File: src/shared/fosr_consts.svh
// constant values for the fp operand select and round block
`ifndef FOSR_CONSTS_SVH
`define FOSR_CONSTS_SVH

// round_mode_select encodings
`define FOSR_RND_NEAREST_EVEN 2'h0
`define FOSR_RND_TOWARD_ZERO 2'h1
`define FOSR_RND_TOWARD_POS 2'h2
`define FOSR_RND_TOWARD_NEG 2'h3

// single-precision field layout
`define FOSR_SIGN_BIT 31
`define FOSR_EXP_MSB 30
`define FOSR_EXP_LSB 23
`define FOSR_FRAC_MSB 22
`define FOSR_EXP_ALL_ONES 8'hFF
`define FOSR_EXP_LARGEST_NORMAL 11'sh0FE
`define FOSR_EXP_NORM_MIN 11'sh001
`define FOSR_EXP_MAX_FIELD 8'hFE
`define FOSR_FRAC_ALL_ONES 23'h7FFFFF

// default timing counts in clock cycles
`define FOSR_MC_CYCLES_DEF 8
`define FOSR_CORE_LATENCY_DEF 3

`endif

File: src/shared/fosr_pkg.sv
// types shared by the fp operand select and round block
package fosr_pkg;

  typedef logic [1:0] fosr_rmode_t;

  typedef enum logic {
    FOSR_IDLE,
    FOSR_BUSY
  } fosr_state_e;

  // registered controls sampled on the operand read edge
  typedef struct packed {
    logic sel_a;
    logic sel_b;
    logic use_a;
    logic use_b;
    logic abs_a;
    logic abs_b;
    logic wrap_a;
    logic wrap_b;
    logic dividend_wrapped;
    logic divisor_wrapped;
    logic signed_a;
    logic signed_b;
    logic single_precision;
    logic multicycle;
    fosr_rmode_t rmode;
  } fosr_ctrl_s;

  // unrounded result from the arithmetic core
  typedef struct packed {
    logic sign;
    logic is_inf;
    logic signed [10:0] exp;
    logic [23:0] mant;
    logic guard;
    logic sticky;
    logic [63:0] product;
    logic shift_left;
  } fosr_raw_s;

endpackage

File: src/fosr_core.sv
// operand selection, conditioning and result rounding for the fp pair
`include "fosr_consts.svh"

module fosr_core #(
  parameter int WIDTH = 32,
  parameter int MC_CYCLES = `FOSR_MC_CYCLES_DEF,
  parameter int CORE_LATENCY = `FOSR_CORE_LATENCY_DEF
) (
  input wire logic mclk,
  input wire logic reset,
  // input register loading
  input wire logic load_a,
  input wire logic load_a_index,
  input wire logic [WIDTH-1:0] load_a_data,
  input wire logic load_b,
  input wire logic load_b_index,
  input wire logic [WIDTH-1:0] load_b_data,
  // registered controls from the sequencer
  input wire logic read_operands,
  input wire fosr_pkg::fosr_ctrl_s ctrl_in,
  // conditioned operands towards the arithmetic core
  output logic operand_valid,
  output logic [WIDTH-1:0] operand_a,
  output logic [WIDTH-1:0] operand_b,
  output fosr_pkg::fosr_ctrl_s operand_ctrl,
  output logic busy,
  // unrounded result back from the core
  input wire logic raw_valid,
  input wire fosr_pkg::fosr_raw_s raw_in,
  // rounded result
  output logic result_valid,
  output logic [WIDTH-1:0] result,
  output logic result_inexact,
  output logic result_overflow,
  output logic round_illegal
);

  // mc_count is 8 bits wide, hence the upper limit on MC_CYCLES
  if (WIDTH != 32) begin : g_bad_width
    $error("fosr_core: only 32-bit operands are served");
  end
  if (MC_CYCLES < 2 || MC_CYCLES > 255) begin : g_bad_mc
    $error("fosr_core: MC_CYCLES must lie in 2..255");
  end
  if (CORE_LATENCY < 1 || CORE_LATENCY > 16) begin : g_bad_lat
    $error("fosr_core: CORE_LATENCY must lie in 1..16");
  end

  // ==========================================================
  // input register bank
  // ==========================================================
  logic [WIDTH-1:0] reg_a [2];
  logic [WIDTH-1:0] reg_b [2];

  // the sequencer keeps multicycle operands stable
  always_ff @(posedge mclk) begin
    if (reset) begin
      reg_a[0] <= '0;
      reg_a[1] <= '0;
    end else if (load_a) begin
      reg_a[load_a_index] <= load_a_data;
    end
  end

  always_ff @(posedge mclk) begin
    if (reset) begin
      reg_b[0] <= '0;
      reg_b[1] <= '0;
    end else if (load_b) begin
      reg_b[load_b_index] <= load_b_data;
    end
  end

  // ==========================================================
  // multicycle sequencing
  // ==========================================================
  fosr_pkg::fosr_state_e state;
  logic [7:0] mc_count;
  fosr_pkg::fosr_ctrl_s held_ctrl;
  logic start_mc;

  assign start_mc = read_operands && ctrl_in.multicycle &&
      state == fosr_pkg::FOSR_IDLE;
  assign busy = (state == fosr_pkg::FOSR_BUSY);

  always_ff @(posedge mclk) begin
    if (reset) begin
      state <= fosr_pkg::FOSR_IDLE;
      mc_count <= 8'h00;
    end else begin
      case (state)
        fosr_pkg::FOSR_IDLE: begin
          if (start_mc) begin
            state <= fosr_pkg::FOSR_BUSY;
            mc_count <= 8'(MC_CYCLES - 1);
          end
        end
        fosr_pkg::FOSR_BUSY: begin
          if (mc_count == 8'h01) begin
            state <= fosr_pkg::FOSR_IDLE;
          end
          mc_count <= mc_count - 8'h01;
        end
        default: begin
          state <= fosr_pkg::FOSR_IDLE;
        end
      endcase
    end
  end

  // selection frozen for the whole operation
  always_ff @(posedge mclk) begin
    if (reset) begin
      held_ctrl <= '0;
    end else if (start_mc) begin
      held_ctrl <= ctrl_in;
    end
  end

  // ==========================================================
  // operand selection and conditioning
  // ==========================================================
  fosr_pkg::fosr_ctrl_s eff_ctrl;
  logic [WIDTH-1:0] pick_a;
  logic [WIDTH-1:0] pick_b;

  // magnitude: sign clear for floats, negate negative signed fixed
  function automatic logic [31:0] magnitude(input logic [31:0] v,
                                            input logic sp,
                                            input logic tc);
    logic [31:0] m;
    m = v;
    if (sp) begin
      m[`FOSR_SIGN_BIT] = 1'b0;
    end else if (tc && v[`FOSR_SIGN_BIT]) begin
      m = 32'h0 - v;
    end
    return m;
  endfunction

  // while busy the sequencer's selection is not looked at
  assign eff_ctrl = busy ? held_ctrl : ctrl_in;

  // bypass when the selected register is written this edge
  always_comb begin
    pick_a = reg_a[eff_ctrl.sel_a];
    pick_b = reg_b[eff_ctrl.sel_b];
    if (load_a && load_a_index == eff_ctrl.sel_a) begin
      pick_a = load_a_data;
    end
    if (load_b && load_b_index == eff_ctrl.sel_b) begin
      pick_b = load_b_data;
    end
  end

  // controls and operands captured together on the read edge
  always_ff @(posedge mclk) begin
    if (reset) begin
      operand_valid <= 1'b0;
      operand_a <= '0;
      operand_b <= '0;
      operand_ctrl <= '0;
    end else begin
      operand_valid <= read_operands || busy;
      if (read_operands || busy) begin
        operand_ctrl <= eff_ctrl;
        // fixed-point signedness only matters off floating point
        operand_ctrl.signed_a <= eff_ctrl.signed_a &&
          !eff_ctrl.single_precision;
        operand_ctrl.signed_b <= eff_ctrl.signed_b &&
          !eff_ctrl.single_precision;
        // wrap marks pass with the operand they describe
        operand_ctrl.wrap_a <= eff_ctrl.wrap_a && eff_ctrl.use_a;
        operand_ctrl.wrap_b <= eff_ctrl.wrap_b && eff_ctrl.use_b;
        operand_ctrl.dividend_wrapped <= eff_ctrl.dividend_wrapped &&
          eff_ctrl.use_a;
        operand_ctrl.divisor_wrapped <= eff_ctrl.divisor_wrapped &&
          eff_ctrl.use_b;
        // an unused bank feeds zero whatever its select says
        if (eff_ctrl.use_a) begin
          operand_a <= eff_ctrl.abs_a ?
            magnitude(pick_a, eff_ctrl.single_precision, eff_ctrl.signed_a) :
            pick_a;
        end else begin
          operand_a <= '0;
        end
        if (eff_ctrl.use_b) begin
          operand_b <= eff_ctrl.abs_b ?
            magnitude(pick_b, eff_ctrl.single_precision, eff_ctrl.signed_b) :
            pick_b;
        end else begin
          operand_b <= '0;
        end
      end
    end
  end

  // ==========================================================
  // control pipeline alongside the arithmetic core
  // ==========================================================
  fosr_pkg::fosr_ctrl_s ctrl_pipe [CORE_LATENCY];

  // round mode rides with its operands to the last stage
  always_ff @(posedge mclk) begin
    if (reset) begin
      ctrl_pipe[0] <= '0;
    end else if (operand_valid) begin
      ctrl_pipe[0] <= operand_ctrl;
    end
  end

  genvar gi;
  generate
    for (gi = 1; gi < CORE_LATENCY; gi++) begin : g_pipe
      always_ff @(posedge mclk) begin
        if (reset) begin
          ctrl_pipe[gi] <= '0;
        end else begin
          ctrl_pipe[gi] <= ctrl_pipe[gi-1];
        end
      end
    end
  endgenerate

  // ==========================================================
  // rounding stage
  // ==========================================================
  fosr_pkg::fosr_rmode_t rmode;
  logic fp_mode;
  logic inc;
  logic inexact;
  logic [24:0] mant_sum;
  logic signed [10:0] exp_r;
  logic [22:0] frac_r;
  logic ovf;
  logic [63:0] shifted;
  logic [32:0] msp_sum;
  logic [31:0] next_result;
  logic next_illegal;

  assign rmode = ctrl_pipe[CORE_LATENCY-1].rmode;
  assign fp_mode = ctrl_pipe[CORE_LATENCY-1].single_precision;

  // increment decision shared by both formats
  function automatic logic round_up(input fosr_pkg::fosr_rmode_t m,
                                    input logic sign,
                                    input logic lsb,
                                    input logic g,
                                    input logic s);
    logic r;
    r = 1'b0;
    case (m)
      `FOSR_RND_NEAREST_EVEN: r = g && (s || lsb);
      `FOSR_RND_TOWARD_ZERO: r = 1'b0;
      `FOSR_RND_TOWARD_POS: r = (g || s) && !sign;
      `FOSR_RND_TOWARD_NEG: r = (g || s) && sign;
      default: r = 1'b0;
    endcase
    return r;
  endfunction

  always_comb begin
    shifted = raw_in.shift_left ? {raw_in.product[62:0], 1'b0} :
        raw_in.product;
    inexact = 1'b0;
    inc = 1'b0;
    mant_sum = '0;
    exp_r = raw_in.exp;
    frac_r = '0;
    ovf = 1'b0;
    msp_sum = '0;
    next_illegal = 1'b0;
    next_result = '0;
    if (fp_mode) begin
      // exact values never move: no guard or sticky, no step
      inexact = raw_in.guard || raw_in.sticky;
      inc = round_up(rmode, raw_in.sign, raw_in.mant[0], raw_in.guard,
          raw_in.sticky);
      mant_sum = {1'b0, raw_in.mant} + {24'h0, inc};
      if (mant_sum[24]) begin
        exp_r = raw_in.exp + 11'sh001;
        frac_r = mant_sum[23:1];
      end else begin
        frac_r = mant_sum[22:0];
      end
      ovf = !raw_in.is_inf && exp_r > `FOSR_EXP_LARGEST_NORMAL;
      if (raw_in.is_inf) begin
        next_result = {raw_in.sign, `FOSR_EXP_ALL_ONES, 23'h0};
      end else if (ovf) begin
        // overflow goes to infinity or largest normal by mode
        if (rmode == `FOSR_RND_NEAREST_EVEN ||
            (rmode == `FOSR_RND_TOWARD_POS && !raw_in.sign) ||
            (rmode == `FOSR_RND_TOWARD_NEG && raw_in.sign)) begin
          next_result = {raw_in.sign, `FOSR_EXP_ALL_ONES, 23'h0};
        end else begin
          next_result = {raw_in.sign, `FOSR_EXP_MAX_FIELD,
              `FOSR_FRAC_ALL_ONES};
        end
      end else if (exp_r < `FOSR_EXP_NORM_MIN) begin
        // results below the normal range are flushed to signed zero
        next_result = {raw_in.sign, 31'h0};
      end else begin
        next_result = {raw_in.sign, exp_r[7:0], frac_r};
      end
    end else begin
      // fixed point rounds the shifted upper product half
      inexact = |shifted[31:0];
      next_illegal = rmode[1];
      if (rmode == `FOSR_RND_NEAREST_EVEN) begin
        inc = round_up(rmode, 1'b0, shifted[32], shifted[31],
            |shifted[30:0]);
      end
      // code 01 and the illegal codes add nothing
      msp_sum = {1'b0, shifted[63:32]} + {32'h0, inc};
      next_result = msp_sum[31:0];
    end
  end

  // output register always holds the rounded value
  always_ff @(posedge mclk) begin
    if (reset) begin
      result_valid <= 1'b0;
      result <= '0;
      result_inexact <= 1'b0;
      result_overflow <= 1'b0;
      round_illegal <= 1'b0;
    end else begin
      result_valid <= raw_valid;
      if (raw_valid) begin
        result <= next_result;
        result_inexact <= inexact;
        result_overflow <= ovf;
        round_illegal <= next_illegal;
      end
    end
  end

endmodule // fosr_core

File: config.mk
export PLATFORM = sky130hd
export DESIGN_NAME = fosr_core
export DESIGN_NICKNAME = d
export VERILOG_FILES = /design/src/shared/fosr_pkg.sv /design/src/fosr_core.sv
export VERILOG_INCLUDE_DIRS = /design/src /design/src/shared
export SDC_FILE = /design/constraint.sdc
export NUM_CORES = 1
export LEC_CHECK = 0
export BUFFER_PORTS_ARGS = -buffer_cell sky130_fd_sc_hd__buf_4
export CELL_PAD_IN_SITES_DETAIL_PLACEMENT = 0
export CELL_PAD_IN_SITES_GLOBAL_PLACEMENT = 1
export CORE_ASPECT_RATIO = 1.5
export CORE_UTILIZATION = 46
export DETAILED_ROUTE_END_ITERATION = 8
export PLACE_DENSITY_LB_ADDON = 0.1
export SETUP_SLACK_MARGIN = 0.5
export SYNTH_ARGS = -nofsm -noshare
export SYNTH_HDL_FRONTEND = slang
export SYNTH_SLANG_ARGS = --single-unit
export TNS_END_PERCENT = 100
File: constraint.sdc
create_clock -name mclk -period 12.3 [get_ports mclk]
set_input_delay 1.845 -clock mclk [delete_from_list [all_inputs] [get_ports mclk]]
set_output_delay 1.845 -clock mclk [all_outputs]
set_load 0.01 [all_outputs]
After elaboration in Yosys (flattened, before gate mapping)
Memories as Yosys holds them, arrays and structs flattened.
Index checks and enable logic that the tools add are counted.

word-level totals
  bits in registers = 142
  bits in writable memories = 176
  input bits = 192
  output and inout port bits = 118
  logic and storage cells = 150
  memories kept = 3

operators by class
  add/subtract/negate cells = 6
  $lt $le $gt $ge = 2
  eq/ne operators = 7
  muxes and demuxes = 55
  bitwise logic cells = 4
  reductions and logical operators = 33

memories
  memory     words  bits a word  rd ports  clocked after Yosys merged registers in  wr ports  line              RTL
  reg_a      2      32           1         0                                        2         fosr_core.sv:52   logic [WIDTH-1:0] reg_a [2];
  reg_b      2      32           1         0                                        2         fosr_core.sv:53   logic [WIDTH-1:0] reg_b [2];
  ctrl_pipe  3      16           3         0                                        3         fosr_core.sv:201  fosr_pkg::fosr_ctrl_s ctrl_pipe [CORE_LATENCY];

operators by type and width
  operator               number
  $mux 32                11
  $mux 31                5
  $reduce_or 32->1       3
  $mux 16                4
  $mux 64                1
  $sub 1x32->32 const A  2
  $add 32x1->32          1
  $reduce_or 31->1       1
  $mux 1                 26
  $add 24x1->25          1
  $mux 24                1
  $mux 23                1
  $mux 11                2
  $logic_and 1x1->1      19
  $pmux 8 s2             1
  $add 11x2->11 const B  1
  $gt 11x9->1 const B    1
  $lt 11x2->1 const B    1
  $eq 8x1->1 const B     1
  $mux 8                 1
  $sub 8x1->8 const B    1
  $logic_or 1x1->1       6
  $eq 2x2->1 const B     2
  $pmux 1 s4             1
  other kinds (8)        13

Longest topological paths before layout
  depth in word-level cells = 12
  mapped depth = 18
  depth with buffers taken out = 14

Worst setup path before layout
No wires, ideal clock.

  kind = input to register
  start = in raw_in[0] (netlist bit)
  end = reg result[24]
  data arrival time = 5.590 ns
  required time = 12.188 ns
  setup slack = 6.597 ns
  stages on the path = 16
  buffers on the path = 4
  path through = buf_2 buf_1 clkbuf_1 clkbuf_1 mux2i_1 nor3_1 o31a_1 ha_1 ha_1 nand2_1 a2111oi_2 nand4b_1 or3_1 a21oi_1 a211oi_1 a2111oi_1

on the way
  word-level cells in the longest chain between the ends = 8

RTL lines
  element               line              RTL
  start, declared       fosr_core.sv:29   input wire fosr_pkg::fosr_raw_s raw_in,
  $mux 64 (*)           fosr_core.sv:263  shifted = raw_in.shift_left ? {raw_in.product[62:0], 1'b0} :
  $reduce_or 31->1      fosr_core.sv:311  |shifted[30:0]);
  $logic_or 1x1->1      fosr_core.sv:253  `FOSR_RND_NEAREST_EVEN: r = g && (s || lsb);
  $logic_and 1x1->1     fosr_core.sv:253
  $mux 1                fosr_core.sv:309  if (rmode == `FOSR_RND_NEAREST_EVEN) begin
  $mux 1                fosr_core.sv:274  if (fp_mode) begin
  $add 32x1->32 (*)     fosr_core.sv:314  msp_sum = {1'b0, shifted[63:32]} + {32'h0, inc};
  $mux 32 (*)           fosr_core.sv:274
  end signal, assigned  fosr_core.sv:330  result <= next_result;
  end, declared         fosr_core.sv:32   output logic [WIDTH-1:0] result,

Every way passes the cells marked *; elsewhere a longest branch is shown, timed or not. The select of a mux whose other input is x is not followed.
A chain may end at the register's enable or synchronous reset.

Final worst setup path
  start = in raw_in[103] (netlist bit)
  end = reg result[0]

on the way
  word-level cells in the longest chain between the ends = 12

RTL lines
  element                                                      line                                RTL
  $logic_not 1->1                                              fosr_core.sv:255, fosr_core.sv:292
  $logic_and 1x1->1                                            fosr_core.sv:255                    `FOSR_RND_TOWARD_POS: r = (g || s) && !sign;
  $pmux 1 s4                                                   fosr_core.sv:252                    case (m)
  $mux 1                                                       fosr_core.sv:274
  $add 24x1->25                                                fosr_core.sv:279                    mant_sum = {1'b0, raw_in.mant} + {24'h0, inc};
  $mux 11                                                      fosr_core.sv:280                    if (mant_sum[24]) begin
  $mux 11                                                      fosr_core.sv:274
  $lt 11x2->1 (no line) / $gt 11x9->1 (equally long branches)  --
  $mux 31 / $logic_and 1x1->1 (equally long branches)          --
  $mux 31 (*)                                                  fosr_core.sv:289                    end else if (ovf) begin
  $mux 31 (*)                                                  fosr_core.sv:287                    if (raw_in.is_inf) begin
  $mux 32 (*)                                                  fosr_core.sv:274

Marked as above.

==> flow_summary.json <==
{
  "min_period_over_period": 0.4778,
  "setup-tns-final_ns": 0,
  "ctsHoldBuffers": 0,
  "worst_slack_ns": 6.423,
  "postRouteAntennaNets": 0,
  "worst_path_largest_cell_delay_ns": 0.78,
  "yosys_warnings": 0,
  "path_class": "input pin to flop",
  "max_freq_mhz": 170.2,
  "routabilityCongestion": 0.9497,
  "rsz_0062_raised_after_global_routing": "no",
  "htreeDepth": 1,
  "crit_reg_reg_startpoint": "busy$_SDFF_PP0_",
  "die_w_um": 156.9,
  "hold_path.class": "flop to flop",
  "cap_viol_max_count": 0,
  "design.die.area_um2": 36760,
  "setup_violations": 0,
  "fraction_of_final_layout_cells_with_drive_strength_greater_than_1": 0.2050,
  "worst_clock_skew_ns": 0.02189,
  "place.port_buffers": 309,
  "ios": 310,
  "hold_viol_final": 0,
  "flow.area_growth_from_synthesis_pct": 21.96,
  "gr-total-overflow": 0,
  "synth.area.top_cells": "sky130_fd_sc_hd__edfxtp_1 24%, sky130_fd_sc_hd__dfxtp_1 18%, sky130_fd_sc_hd__mux2i_1 5.9%",
  "routed_wl_um": 53440,
  "worst_hold_startpoint": "ctrl_pipe[1][3]$_SDFF_PP0_",
  "worstReg2RegEnd": "operand_a[30]$_SDFFE_PP0P_",
  "synth_ff_type": "sky130_fd_sc_hd__dfxtp_1",
  "final_nets": 2303,
  "setup.worst_path.start_class": "input pin",
  "synth.avg_cell_area_um2": 8.919,
  "cp-end-kind": "flop",
  "cts_made_buffers": 29,
  "cp_cell_sequence": "buf_4, ha_1, nor2_1, a22o_1, ha_1, ha_1, nand2_1, or3_1, or3_1, o211a_1, a2111o_1, o31ai_4, nor2_1, a211oi_1",
  "tritoncts": "built",
  "max-slew-margin-rel": 0.2086,
  "power_per_cell_area_nw_per_um2": 123.3,
  "timing.critical_path.required_ns": 12.77,
  "rr_worst_depth": 15,
  "cts.repair_timing.setup_buffer_count": 0,
  "post-place-cells": 2543,
  "synthDistinctLibCells": 79,
  "grt_pass1_vias": 14684,
  "crit_path_frequent_cell": "sky130_fd_sc_hd__ha_1",
  "grt_pass1_wl_um": 81750,
  "min_delay_path_depth": 1,
  "synthesis.instances": 1856,
  "regToRegSetupSlack_ns": 7.31,
  "largest_net_degree_at_the_start_of_global_routing": 55,
  "yosysSeqAreaShare": 0.4166,
  "global_route.usage.total": 0.2879,
  "routed-via-count": 15096,
  "clock_tree.buffer_depth": 3,
  "run_status": "finished clean",
  "yosysMostFrequentCell": "sky130_fd_sc_hd__nand2_1",
  "drc": 0,
  "clk-insertion-delay-late_ns": 0.57,
  "rows": 84,
  "place_hpwl_um": 39020,
  "synthArstFlopShare": 0,
  "grt_antenna_before_repair": 1,
  "cp_slowest_cell": "sky130_fd_sc_hd__o31ai_4",
  "avgRoutedWirePerCell_um": 20.59,
  "p_leak_nw": 7.904,
  "netlist.area_leader.share": 0.2376,
  "avgViaCountPerCell": 5.815,
  "path_clk_slew_ns": 0.07,
  "worst-path-max-fanout": 22,
  "drt_pre_antenna_iters": 7,
  "drt_first_iter_violations": 846,
  "min_to": "ctrl_pipe[2][3]$_SDFF_PP0_",
  "pre_cts_slack_ns": 5.919,
  "coreArea_um2": 35210,
  "synth.net_count": 2058,
  "die_h_um": 234.3,
  "finish.cell_count_without_fillers": 2596,
  "ys_ff_latch": 279,
  "vdd_drop_max_mv": 0.1358,
  "count_of_pins_over_their_slew_limit": 0,
  "cp_data_arrival_time_ns": 6.34,
  "post_cts_resize_count": 0,
  "clock_sink_count": 279,
  "tightest_pin_transition_ns": 1.183,
  "synth_commonest_cells": "189 x sky130_fd_sc_hd__nand2_1, 159 x sky130_fd_sc_hd__nor2_1, 148 x sky130_fd_sc_hd__dfxtp_1",
  "edff_count_synth": 131,
  "post-synth-top-area-cell": "sky130_fd_sc_hd__edfxtp_1",
  "cts_root_buffer": "sky130_fd_sc_hd__clkbuf_16",
  "mappedNetlistArea_um2": 16550,
  "initial_utilization": 0.4701,
  "fin_crit_ns": 5.877
}
-- sequential cells by signal (all words and copies together), names as in the netlist --
register,count
reg_b,64
result_valid,1
result_inexact,1
result_overflow,1
operand_ctrl,16
ctrl_pipe,9
round_illegal,1
operand_valid,1
reg_a,64
held_ctrl,16
mc_count,8
operand_b,32
busy,1
result,32
operand_a,32
-- critical path: cells and delay by family --
family | cells | cell delay (ns)
buffers and inverters | 1 | 0.12
adder cells (fa/ha/maj) | 3 | 0.86
AND/OR/NAND/NOR | 5 | 1.60
AO/OA/AOI/OAI | 5 | 1.90
-- placed cells by master (no fill, tap or decap), drive strengths merged, types with 11 or more instances in the layout --
cell	count
nand3	79
a31oi	21
o22ai	12
xnor2	64
edfxtp	131
a22oi	36
o21ai	114
a41oi	14
nor3	48
mux2	13
inv	21
a211oi	23
nand4	18
or3	24
nand2	189
a221oi	14
dfxtp	148
mux2i	100
nor2	159
and3	11
a21oi	94
clkbuf	37
nor2b	19
and2	145
buf	335
or2	15
xor2	57
nor4	24
-- how the worst max path moves through the flow --
stage | start | endpoint | slack, ns | cells past startpoint
floorplan | raw_in[0] | result[24]$_SDFFE_PP0P_ | 6.60 | 16
global placement | raw_in[103] | result[3]$_SDFFE_PP0P_ | 6.00 | 14
detailed placement | raw_in[103] | result[0]$_SDFFE_PP0P_ | 5.92 | 14
CTS | raw_in[103] | result[0]$_SDFFE_PP0P_ | 6.49 | 14
global route | raw_in[103] | result[0]$_SDFFE_PP0P_ | 6.24 | 14
finish | raw_in[103] | result[0]$_SDFFE_PP0P_ | 6.42 | 14
-- area by class of cell --
cell class              count  area (µm²)
inverters                  18       67.56
clock buffers              37       805.8
fillers                  3256       15020
repair buffers            335        2515
multi-input cells        1438        9131
flip-flops and latches    279        6898
well taps                 473       591.8
clock inverters            15       176.4
diodes                      1       2.502
-- stage by stage --
step	util	area [µm²]	hold slack, ns	power [mW]
after floorplan	-	16550	0.4138	1.382
after global placement	0.5454	19200	0.4239	1.582
after CTS	0.5733	20190	0.4438	2.504
final	0.5734	20190	0.4381	2.490
after detailed placement	0.5454	19200	0.4287	1.589
after global routing	0.5734	20190	0.4543	2.595
-- routing by layer --
layer | GRT usage | vias to the layer above | wire [µm]
met3 | 0.03899 | 109 | 3485
met5 | 0 | - | 0
li1 | - | 7270 | -
met2 | 0.5222 | 530 | 27120
met4 | 0.1290 | 0 | 2200
met1 | 0.3337 | 7187 | 20630
-- report_power, final --
group	leakage [nW]	switching, mW	internal [mW]
Sequential	2.52	0.0345	1.04
Clock	0.476	0.390	0.528
Combinational	4.90	0.294	0.205
-- cell families after synthesis --
| logic type | synth area share |
|---|---|
| DFF | 0.4166 |
| AOI/OAI and AO/OA | 0.1655 |
| xor gates and xnor gates | 0.06402 |
| adders and majority gates | 0.007559 |
| muxes | 0.07082 |
| and+or+nand+nor | 0.2410 |
| buffers and inverters | 0.03447 |
Note: power is estimated with default switching activity, not from simulation.
